### config.mk
export PLATFORM = sky130hd
export DESIGN_NAME = reload_timer_pair
export DESIGN_NICKNAME = d
export VERILOG_FILES = /design/src/logic/tmr_pkg.sv /design/src/logic/tick_if.sv /design/src/logic/pin_sync.sv /design/src/logic/clock_select.sv /design/src/logic/reload_timer_pair.sv
export VERILOG_INCLUDE_DIRS = /design/src /design/src/logic
export SDC_FILE = /design/constraint.sdc
export NUM_CORES = 1
export LEC_CHECK = 0
export BUFFER_PORTS_ARGS = -buffer_cell sky130_fd_sc_hd__clkbuf_2
export CAP_MARGIN = 20
export CORE_MARGIN = 2
export CORE_UTILIZATION = 35
export CTS_BUF_LIST = sky130_fd_sc_hd__clkbuf_8 sky130_fd_sc_hd__clkbuf_16
export DETAILED_ROUTE_END_ITERATION = 6
export PLACE_DENSITY = 0.51
export SETUP_SLACK_MARGIN = 0.3
export SLEW_MARGIN = 10
export SYNTH_ARGS = -nofsm -noshare
export SYNTH_HDL_FRONTEND = slang
export SYNTH_SLANG_ARGS = --single-unit
### constraint.sdc
create_clock -name clk -period 2.7 [get_ports clk]
set_clock_uncertainty 0.1 [all_clocks]
set_input_delay 0.135 -clock clk [delete_from_list [all_inputs] [get_ports clk]]
set_output_delay 0.135 -clock clk [all_outputs]
set_load 0.01 [all_outputs]
### src/logic/tmr_defs.svh
// Constants shared by the reload timer pair: codes, limits and reset values.
// Assumes it is included by its bare name from every design file that needs it.
`ifndef TMR_DEFS_SVH
`define TMR_DEFS_SVH

`define DIV12_LAST   4'hB
`define DIV8_LAST    3'h7
`define PRE_RESET    4'h0
`define DIV_RESET    3'h0
`define SYNC_RESET   8'hE0
`define BYTE_RESET   8'h00
`define WORD_RESET   16'h0000
`define BYTE_MAX     8'hFF
`define WORD_MAX     16'hFFFF
`define BYTE_ONE     8'h01
`define WORD_ONE     16'h0001
`define XSEL_DIV12   2'h0
`define XSEL_SRC01   2'h1
`define XSEL_SRC11   2'h3
`define XSEL_CAP_BIT 1
`define LOW_BYTE     7:0
`define HIGH_BYTE    15:8

`endif

### src/logic/tmr_pkg.sv
// Types of the reload timer pair: write targets and the state of the timer top and of each pin synchroniser.
// Assumes nothing of its surroundings.
package tmr_pkg;

    typedef enum logic [2:0] {
        WR_A_CNT_L,
        WR_A_CNT_H,
        WR_A_RLD_L,
        WR_A_RLD_H,
        WR_B_CNT_L,
        WR_B_CNT_H,
        WR_B_RLD_L,
        WR_B_RLD_H
    } wr_target_t;

    typedef struct packed {
        logic [3:0]  pre;
        logic        div12;
        logic [15:0] a_count;
        logic [15:0] a_reload;
        logic        a_flag_h;
        logic        a_irq;
        logic [15:0] b_count;
        logic [15:0] b_reload;
        logic        b_flag_h;
        logic        b_flag_l;
        logic        b_irq;
    } top_state_t;

    typedef struct packed {
        logic       s1;
        logic       s2;
        logic       s3;
        logic [2:0] div;
        logic       rise;
        logic       div8;
    } sync_state_t;

endpackage

### src/logic/tick_if.sv
// Count-enable pulses shared between the timer top and its clock selectors.
// Assumes every signal is a one-cycle pulse on the system clock.
`timescale 1ns/10ps

interface tick_if;
    logic div12;
    logic cmp_rise;
    logic rtc_rise;
    logic rtc_div8;
    logic ext_div8;

    modport prod (output div12, output cmp_rise, output rtc_rise, output rtc_div8,
                  output ext_div8);
    modport cons (input div12, input cmp_rise, input rtc_rise, input rtc_div8,
                  input ext_div8);
endinterface

### src/logic/pin_sync.sv
// Synchroniser for one asynchronous clock pin: rising-edge pulse and divide-by-8 pulse.
// Assumes the pin toggles slower than half the system clock rate.
`timescale 1ns/10ps
`include "tmr_defs.svh"

module pin_sync (
    input  wire logic clk,
    input  wire logic nrst,
    input  wire logic ce,
    input  wire logic pin,
    output wire logic rise,
    output wire logic div8_tick
);
    tmr_pkg::sync_state_t s;
    tmr_pkg::sync_state_t n;

    always_comb begin
        n = s;
        if (ce) begin
            n.s1   = pin;
            n.s2   = s.s1;
            n.s3   = s.s2;
            n.rise = s.s2 && !s.s3;
            n.div8 = 1'b0;
            if (s.s2 && !s.s3) begin
                if (s.div == `DIV8_LAST) begin
                    n.div  = `DIV_RESET;
                    n.div8 = 1'b1;
                end else begin
                    n.div = s.div + 3'h1;
                end
            end
        end
    end

    always_ff @(posedge clk) begin
        // The three stages reset high, so a pin that is already high at release gives no edge.
        if (!nrst) begin
            s <= tmr_pkg::sync_state_t'(`SYNC_RESET);
        end else begin
            s <= n;
        end
    end

    assign rise      = s.rise;
    assign div8_tick = s.div8;
endmodule

### src/logic/clock_select.sv
// Count-enable selector for one timer or one split timer B byte: system clock or the external choice.
// Assumes the tick pulses arrive already synchronised to the system clock.
`timescale 1ns/10ps
`include "tmr_defs.svh"

module clock_select #(
    parameter logic TIMER_B = 1'b0
) (
    tick_if.cons      ticks,
    input  wire logic system_clock_sel,
    input  wire logic [1:0] ext_sel,
    output logic      tick
);
    // Timer A takes the rtc oscillator divided by 8 and the comparator; timer B the
    // rtc oscillator edge itself and the external oscillator divided by 8.
    always_comb begin
        if (system_clock_sel) begin
            tick = 1'b1;
        end else if (ext_sel == `XSEL_DIV12) begin
            tick = ticks.div12;
        end else if (ext_sel == `XSEL_SRC01) begin
            tick = TIMER_B ? ticks.rtc_rise : ticks.rtc_div8;
        end else if (ext_sel == `XSEL_SRC11) begin
            tick = TIMER_B ? ticks.ext_div8 : ticks.cmp_rise;
        end else begin
            tick = 1'b0;
        end
    end
endmodule

### src/logic/reload_timer_pair.sv
// Two 16-bit auto-reload timers with period capture, software facing plain ports.
// Assumes control inputs come from logic on clk; comparator and oscillator pins are async.
`timescale 1ns/10ps
`include "tmr_defs.svh"

module reload_timer_pair (
    input  wire logic                clk,
    input  wire logic                nrst,
    input  wire logic                ce,
    input  wire logic                comparator0,
    input  wire logic                rtc_osc,
    input  wire logic                ext_osc,
    input  wire logic                wr_en,
    input  wire tmr_pkg::wr_target_t wr_target,
    input  wire logic [7:0]          wr_data,
    input  wire logic                tmr_a_run,
    input  wire logic                tmr_a_capture_enable,
    input  wire logic [1:0]          tmr_a_ext_clock_select,
    input  wire logic                tmr_a_low_system_clock_select,
    input  wire logic                tmr_a_irq_enable,
    input  wire logic                tmr_a_flag_clear,
    input  wire logic                tmr_b_run,
    input  wire logic                tmr_b_split_mode,
    input  wire logic                tmr_b_capture_enable,
    input  wire logic [1:0]          tmr_b_ext_clock_select,
    input  wire logic                tmr_b_high_system_clock_select,
    input  wire logic                tmr_b_low_system_clock_select,
    input  wire logic                tmr_b_low_irq_enable,
    input  wire logic                extended_irq_enable_one,
    input  wire logic                tmr_b_high_flag_clear,
    input  wire logic                tmr_b_low_flag_clear,
    output wire logic [7:0]          tmr_a_count_high,
    output wire logic [7:0]          tmr_a_count_low,
    output wire logic [7:0]          tmr_a_reload_high,
    output wire logic [7:0]          tmr_a_reload_low,
    output wire logic                tmr_a_high_overflow_flag,
    output wire logic                tmr_a_irq,
    output wire logic [7:0]          tmr_b_count_high,
    output wire logic [7:0]          tmr_b_count_low,
    output wire logic [7:0]          tmr_b_reload_high,
    output wire logic [7:0]          tmr_b_reload_low,
    output wire logic                tmr_b_high_overflow_flag,
    output wire logic                tmr_b_low_overflow_flag,
    output wire logic                tmr_b_irq
);
    tmr_pkg::top_state_t s;
    tmr_pkg::top_state_t n;

    logic cmp_rise;
    logic rtc_rise;
    logic rtc_div8;
    logic ext_div8;
    logic a_tick;
    logic b_tick_l;
    logic b_tick_h;
    logic cap_a;
    logic cap_b;
    logic a_set;
    logic b_set_h;
    logic b_set_l;

    tick_if ticks ();

    pin_sync cmp_sync (
        .clk       (clk),
        .nrst      (nrst),
        .ce        (ce),
        .pin       (comparator0),
        .rise      (cmp_rise),
        .div8_tick ()
    );

    pin_sync rtc_sync (
        .clk       (clk),
        .nrst      (nrst),
        .ce        (ce),
        .pin       (rtc_osc),
        .rise      (rtc_rise),
        .div8_tick (rtc_div8)
    );

    pin_sync ext_sync (
        .clk       (clk),
        .nrst      (nrst),
        .ce        (ce),
        .pin       (ext_osc),
        .rise      (),
        .div8_tick (ext_div8)
    );

    assign ticks.div12    = s.div12;
    assign ticks.cmp_rise = cmp_rise;
    assign ticks.rtc_rise = rtc_rise;
    assign ticks.rtc_div8 = rtc_div8;
    assign ticks.ext_div8 = ext_div8;

    clock_select #(.TIMER_B(1'b0)) a_sel (
        .ticks      (ticks),
        .system_clock_sel (tmr_a_low_system_clock_select),
        .ext_sel    (tmr_a_ext_clock_select),
        .tick       (a_tick)
    );

    clock_select #(.TIMER_B(1'b1)) b_low_sel (
        .ticks      (ticks),
        .system_clock_sel (tmr_b_low_system_clock_select),
        .ext_sel    (tmr_b_ext_clock_select),
        .tick       (b_tick_l)
    );

    clock_select #(.TIMER_B(1'b1)) b_high_sel (
        .ticks      (ticks),
        .system_clock_sel (tmr_b_high_system_clock_select),
        .ext_sel    (tmr_b_ext_clock_select),
        .tick       (b_tick_h)
    );

    assign cap_a = tmr_a_capture_enable &&
        (tmr_a_ext_clock_select[`XSEL_CAP_BIT] ? cmp_rise : rtc_div8);
    assign cap_b = tmr_b_capture_enable &&
        (tmr_b_ext_clock_select[`XSEL_CAP_BIT] ? ext_div8 : rtc_rise);

    always_comb begin
        n       = s;
        a_set   = 1'b0;
        b_set_h = 1'b0;
        b_set_l = 1'b0;
        if (ce) begin
            if (s.pre == `DIV12_LAST) begin
                n.pre   = `PRE_RESET;
                n.div12 = 1'b1;
            end else begin
                n.pre   = s.pre + 4'h1;
                n.div12 = 1'b0;
            end

            // While capturing, a wrap runs freely so captured differences stay valid.
            if (a_tick && tmr_a_run) begin
                if (s.a_count == `WORD_MAX) begin
                    if (tmr_a_capture_enable) begin
                        n.a_count = `WORD_RESET;
                    end else begin
                        n.a_count = s.a_reload;
                        a_set     = 1'b1;
                    end
                end else begin
                    n.a_count = s.a_count + `WORD_ONE;
                end
            end

            if (!tmr_b_split_mode) begin
                if (b_tick_l && tmr_b_run) begin
                    if (s.b_count[`LOW_BYTE] == `BYTE_MAX && !tmr_b_capture_enable) begin
                        b_set_l = 1'b1;
                    end
                    if (s.b_count == `WORD_MAX) begin
                        if (tmr_b_capture_enable) begin
                            n.b_count = `WORD_RESET;
                        end else begin
                            n.b_count = s.b_reload;
                            b_set_h   = 1'b1;
                        end
                    end else begin
                        n.b_count = s.b_count + `WORD_ONE;
                    end
                end
            end else begin
                if (b_tick_l) begin
                    if (s.b_count[`LOW_BYTE] == `BYTE_MAX) begin
                        n.b_count[`LOW_BYTE] = s.b_reload[`LOW_BYTE];
                        b_set_l              = 1'b1;
                    end else begin
                        n.b_count[`LOW_BYTE] = s.b_count[`LOW_BYTE] + `BYTE_ONE;
                    end
                end
                if (b_tick_h && tmr_b_run) begin
                    if (s.b_count[`HIGH_BYTE] == `BYTE_MAX) begin
                        n.b_count[`HIGH_BYTE] = s.b_reload[`HIGH_BYTE];
                        b_set_h               = 1'b1;
                    end else begin
                        n.b_count[`HIGH_BYTE] = s.b_count[`HIGH_BYTE] + `BYTE_ONE;
                    end
                end
            end

            // A software write replaces the byte it names, over any count step.
            if (wr_en) begin
                case (wr_target)
                    tmr_pkg::WR_A_CNT_L: n.a_count[`LOW_BYTE]   = wr_data;
                    tmr_pkg::WR_A_CNT_H: n.a_count[`HIGH_BYTE]  = wr_data;
                    tmr_pkg::WR_A_RLD_L: n.a_reload[`LOW_BYTE]  = wr_data;
                    tmr_pkg::WR_A_RLD_H: n.a_reload[`HIGH_BYTE] = wr_data;
                    tmr_pkg::WR_B_CNT_L: n.b_count[`LOW_BYTE]   = wr_data;
                    tmr_pkg::WR_B_CNT_H: n.b_count[`HIGH_BYTE]  = wr_data;
                    tmr_pkg::WR_B_RLD_L: n.b_reload[`LOW_BYTE]  = wr_data;
                    tmr_pkg::WR_B_RLD_H: n.b_reload[`HIGH_BYTE] = wr_data;
                    default: ;
                endcase
            end

            // A capture overrides a reload write in the same cycle.
            if (cap_a) begin
                n.a_reload = s.a_count;
                a_set      = 1'b1;
            end
            if (cap_b) begin
                n.b_reload = s.b_count;
                b_set_h    = 1'b1;
            end

            // A flag set in the cycle of its clear survives the clear.
            if (tmr_a_flag_clear) begin
                n.a_flag_h = 1'b0;
            end
            if (a_set) begin
                n.a_flag_h = 1'b1;
            end
            if (tmr_b_high_flag_clear) begin
                n.b_flag_h = 1'b0;
            end
            if (b_set_h) begin
                n.b_flag_h = 1'b1;
            end
            if (tmr_b_low_flag_clear) begin
                n.b_flag_l = 1'b0;
            end
            if (b_set_l) begin
                n.b_flag_l = 1'b1;
            end

            n.a_irq = tmr_a_irq_enable && n.a_flag_h;
            n.b_irq = extended_irq_enable_one &&
                (n.b_flag_h || (tmr_b_low_irq_enable && n.b_flag_l));
        end
    end

    always_ff @(posedge clk) begin
        if (!nrst) begin
            s <= '0;
        end else begin
            s <= n;
        end
    end

    assign tmr_a_count_high         = s.a_count[`HIGH_BYTE];
    assign tmr_a_count_low          = s.a_count[`LOW_BYTE];
    assign tmr_a_reload_high        = s.a_reload[`HIGH_BYTE];
    assign tmr_a_reload_low         = s.a_reload[`LOW_BYTE];
    assign tmr_a_high_overflow_flag = s.a_flag_h;
    assign tmr_a_irq                = s.a_irq;
    assign tmr_b_count_high         = s.b_count[`HIGH_BYTE];
    assign tmr_b_count_low          = s.b_count[`LOW_BYTE];
    assign tmr_b_reload_high        = s.b_reload[`HIGH_BYTE];
    assign tmr_b_reload_low         = s.b_reload[`LOW_BYTE];
    assign tmr_b_high_overflow_flag = s.b_flag_h;
    assign tmr_b_low_overflow_flag  = s.b_flag_l;
    assign tmr_b_irq                = s.b_irq;
endmodule

==> metrics.cfg <==
[status]
status=finished clean

[timing]
setup_violations=0
finalCritPeriodShare_pct=83.64
timing.slew.headroom_pct=45.01
rsz0062_at_grt=yes
min_period_ns=2.258
worst_slack_ns=0.4418
clock.fmax_ghz=0.4428
fin_setup_tns_ns=0
maxSlewViolCount=0
worst_pin_slew_ns=0.8218
hold_viol=0

[global_route]
grt_pass1_wl_mm=34.00
grtUsageTotal_pct=23.61
antenna_found_initial=0
grt_pass1_vias=5893
grt_max_degree=72
grt.overflow.total=0

[placement]
place_ws_ns=0.2972
post-dp-hpwl_mm=15.47
port_buffers=104
gp_congestion=0.9150

[worst_setup_path]
required_ns=2.85
worstSetupEndpointType=flip-flop
r2r_cells=8
reg2reg_to=tmr_b_count_low[0]
reg2reg_setup_slack_ns=0.44
r2r_start=tmr_b_count_low[1]
worstSetupPathType=flip-flop to flip-flop
cp_max_fo=11
arrival_ns=2.41
startpoint_type=flip-flop

[layout]
final_nets=889
syn_to_final_growth_pct=11.56
drive_gt1_share_pct=20.24
antennaDiodeCount=0

[job]
cap_viol_max_count=0

[die]
coreArea_mm2=0.01730
die_w_um=137.0
num_rows=48
ioPinCount=105
die_h_um=137.0
start_util_pct=35.79
die_area_mm2=0.01876

[detailed_routing]
drt-total-wl_mm=21.95
first_pass_iters=5
routedWlPerCell_um=20.42
vias=6469
ant_nets=0
drc=0
vias_per_cell=6.018
drt_iter0_markers=747

[worst_hold_path]
hold_end=tmr_b_irq
min_path_type=primary input to flip-flop
min-delay-start=tmr_b_low_flag_clear
holdPathStages=4

[synth]
synth_cell_types=70
ys_seq_area_share_pct=30.08
synth_top_area_share_pct=30.08
synth-main-ff-cell=dfxtp_1
syn_area_per_cell_um2=7.604
synth_edf_count=0
synth_area_mm2=0.006190
synth_most_common_cell=dfxtp_1
netlist_instances=814
synth_common_cells=dfxtp_1, nor2_1, o21ai_0
synth.area.top_cells=dfxtp_1, buf_4, o21ai_0, nor2_1, a221oi_1
synth-async-reset-ratio_pct=0
synth_top_cell_by_area=dfxtp_1
synth-seq-cells=93
yosysWarnings=0
syn_nets=858

[cts]
numClockSinks=93
htree_levels=3
clockRootBuffer=clkbuf_16
tritoncts=built
cts_buffers=9
clockBufferDepth=2
clk_pin_slew_worst_paths_ns=0.07
clk_latency_ns=0.36

[power_and_ir_drop]
ir_worst_vdd_mv=0.2948
p_int_uw=2304
p_sw_share_pct=29.42
p_leak_uw=0.002711
pwr-share-seq_pct=45.3
powerDensity_mw_per_mm2=472.8
clkPwrFrac_pct=41.3
p_sw_uw=960.5
comb_power_share_pct=13.4

-- cells in the final DEF, fill, tap and decap left out, types with 5 or more instances in the layout --
cell type / n
and3_1: 5
buf_4: 27
a211o_1: 5
nor2b_1: 9
clkbuf_2: 104
nand2_1: 65
dlygate4sd3_1: 7
o211ai_1: 12
a21oi_1: 48
xnor2_1: 7
inv_1: 18
a211oi_1: 10
a221oi_1: 37
mux2i_1: 15
a31oi_1: 16
nand2b_1: 6
dfxtp_1: 89
nor3_1: 20
ha_1: 8
o21ai_0: 80
and2_1: 5
clkbuf_16: 9
nor2_1: 89
nand3_1: 27
or3_1: 9
o221ai_1: 8
nand4_1: 10
-- cells by family (layout without fill, tap and decap cells) --
kind of cell | after synthesis | after routing | synth area share [%]
AOI/OAI and AO/OA | 275 | 275 | 29.74
xor gates and xnor gates | 11 | 11 | 1.556
adders and majority gates | 8 | 8 | 1.617
buffers and inverters | 138 | 174 | 12.53
DFF | 93 | 93 | 30.08
muxes | 17 | 17 | 2.789
and+or+nand+nor | 272 | 272 | 21.69
-- sequential cells by signal (all words and copies together) (netlist names), 3 cells and up --
name / flops
tmr_b_count_high: 8
tmr_a_reload_high: 8
tmr_b_reload_high: 8
tmr_a_reload_low: 8
ext_sync.s: 6
tmr_b_reload_low: 8
s: 4
tmr_a_count_high: 8
tmr_a_count_low: 8
cmp_sync.s: 3
tmr_b_count_low: 8
rtc_sync.s: 6
-- through the flow --
stage / utilization (%) / area (um2) / cells / total power, uW / hold slack [ns]
after CTS: 39.75 / 6875 / 1073 / 3294 / 0.1022
final: 39.92 / 6905 / 1075 / 3265 / 0.1099
after global routing: 39.92 / 6905 / 1075 / 3407 / 0.1258
after global placement: 37.55 / 6495 / 1050 / 1927 / 0.2553
after detailed placement: 37.55 / 6495 / 1050 / 1932 / 0.2603
after floorplan: - / 6190 / 814 / 1781 / 0.1634
-- how the worst max path moves through the flow --
stage | from | endpoint | slack (ns) | cells after the start
floorplan | tmr_b_count_high[1] | tmr_b_count_high[7] | 0.56 | 8
global placement | tmr_b_count_low[1] | tmr_b_count_low[0] | 0.24 | 8
detailed placement | tmr_b_count_low[1] | tmr_b_count_low[0] | 0.30 | 8
CTS | tmr_a_count_low[1] | tmr_a_count_high[5] | 0.37 | 6
global route | tmr_b_count_low[0] | tmr_b_count_low[0] | 0.29 | 8
finish | tmr_b_count_low[1] | tmr_b_count_low[0] | 0.44 | 8
-- area by class of cell --
| cell class | count | area, um2 |
|---|---|---|
| Sequential cell | 93 | 1867 |
| Clock buffer | 9 | 225.2 |
| Multi-Input combinational cell | 583 | 3565 |
| Timing Repair Buffer | 139 | 813.3 |
| Clock inverter | 7 | 82.58 |
| Inverter | 19 | 71.32 |
| Tap cell | 225 | 281.5 |
| Fill cell | 1793 | 10390 |
-- power by group through the flow --
stage | combinational [uW] | sequential [uW] | clock [uW]
final | 438 | 1480 | 1350
after detailed placement | 425 | 1510 | 0
after floorplan | 297 | 1480 | 0
after global placement | 421 | 1510 | 0
after CTS | 435 | 1470 | 1380
after global routing | 479 | 1480 | 1440
-- repair_timing --
| action | 4_1_cts | 5_1_grt |
|---|---|---|
| buffers inserted | 0 | 2 |
| pin swaps | 0 | 2 |
| cloned | 0 | 0 |
| gates resized for setup | 2 | 6 |
| setup endpoints to repair | 1 | 20 |
| hold endpoints to repair | 6 | 0 |
| hold buffers | 7 | 0 |
-- worst max-delay path, cell delays in order, from the launching register on --
cell and delay (ns):
dfxtp_2 0.42, ha_1 0.21, nand3_2 0.17, or2_1 0.31
buf_4 0.20, nor2_1 0.21, a2bb2oi_1 0.18, o221ai_1 0.13
o21a_1 0.21
-- metal layers --
| layer | GRT usage (%) | routed length [um] |
|---|---|---|
| met1 | 32.72 | 9912 |
| met2 | 35.43 | 9516 |
| met3 | 5.667 | 1986 |
| met4 | 8.648 | 532 |
| met5 | 0 | 0 |
No activity file was read; power rests on OpenSTA's default activity.
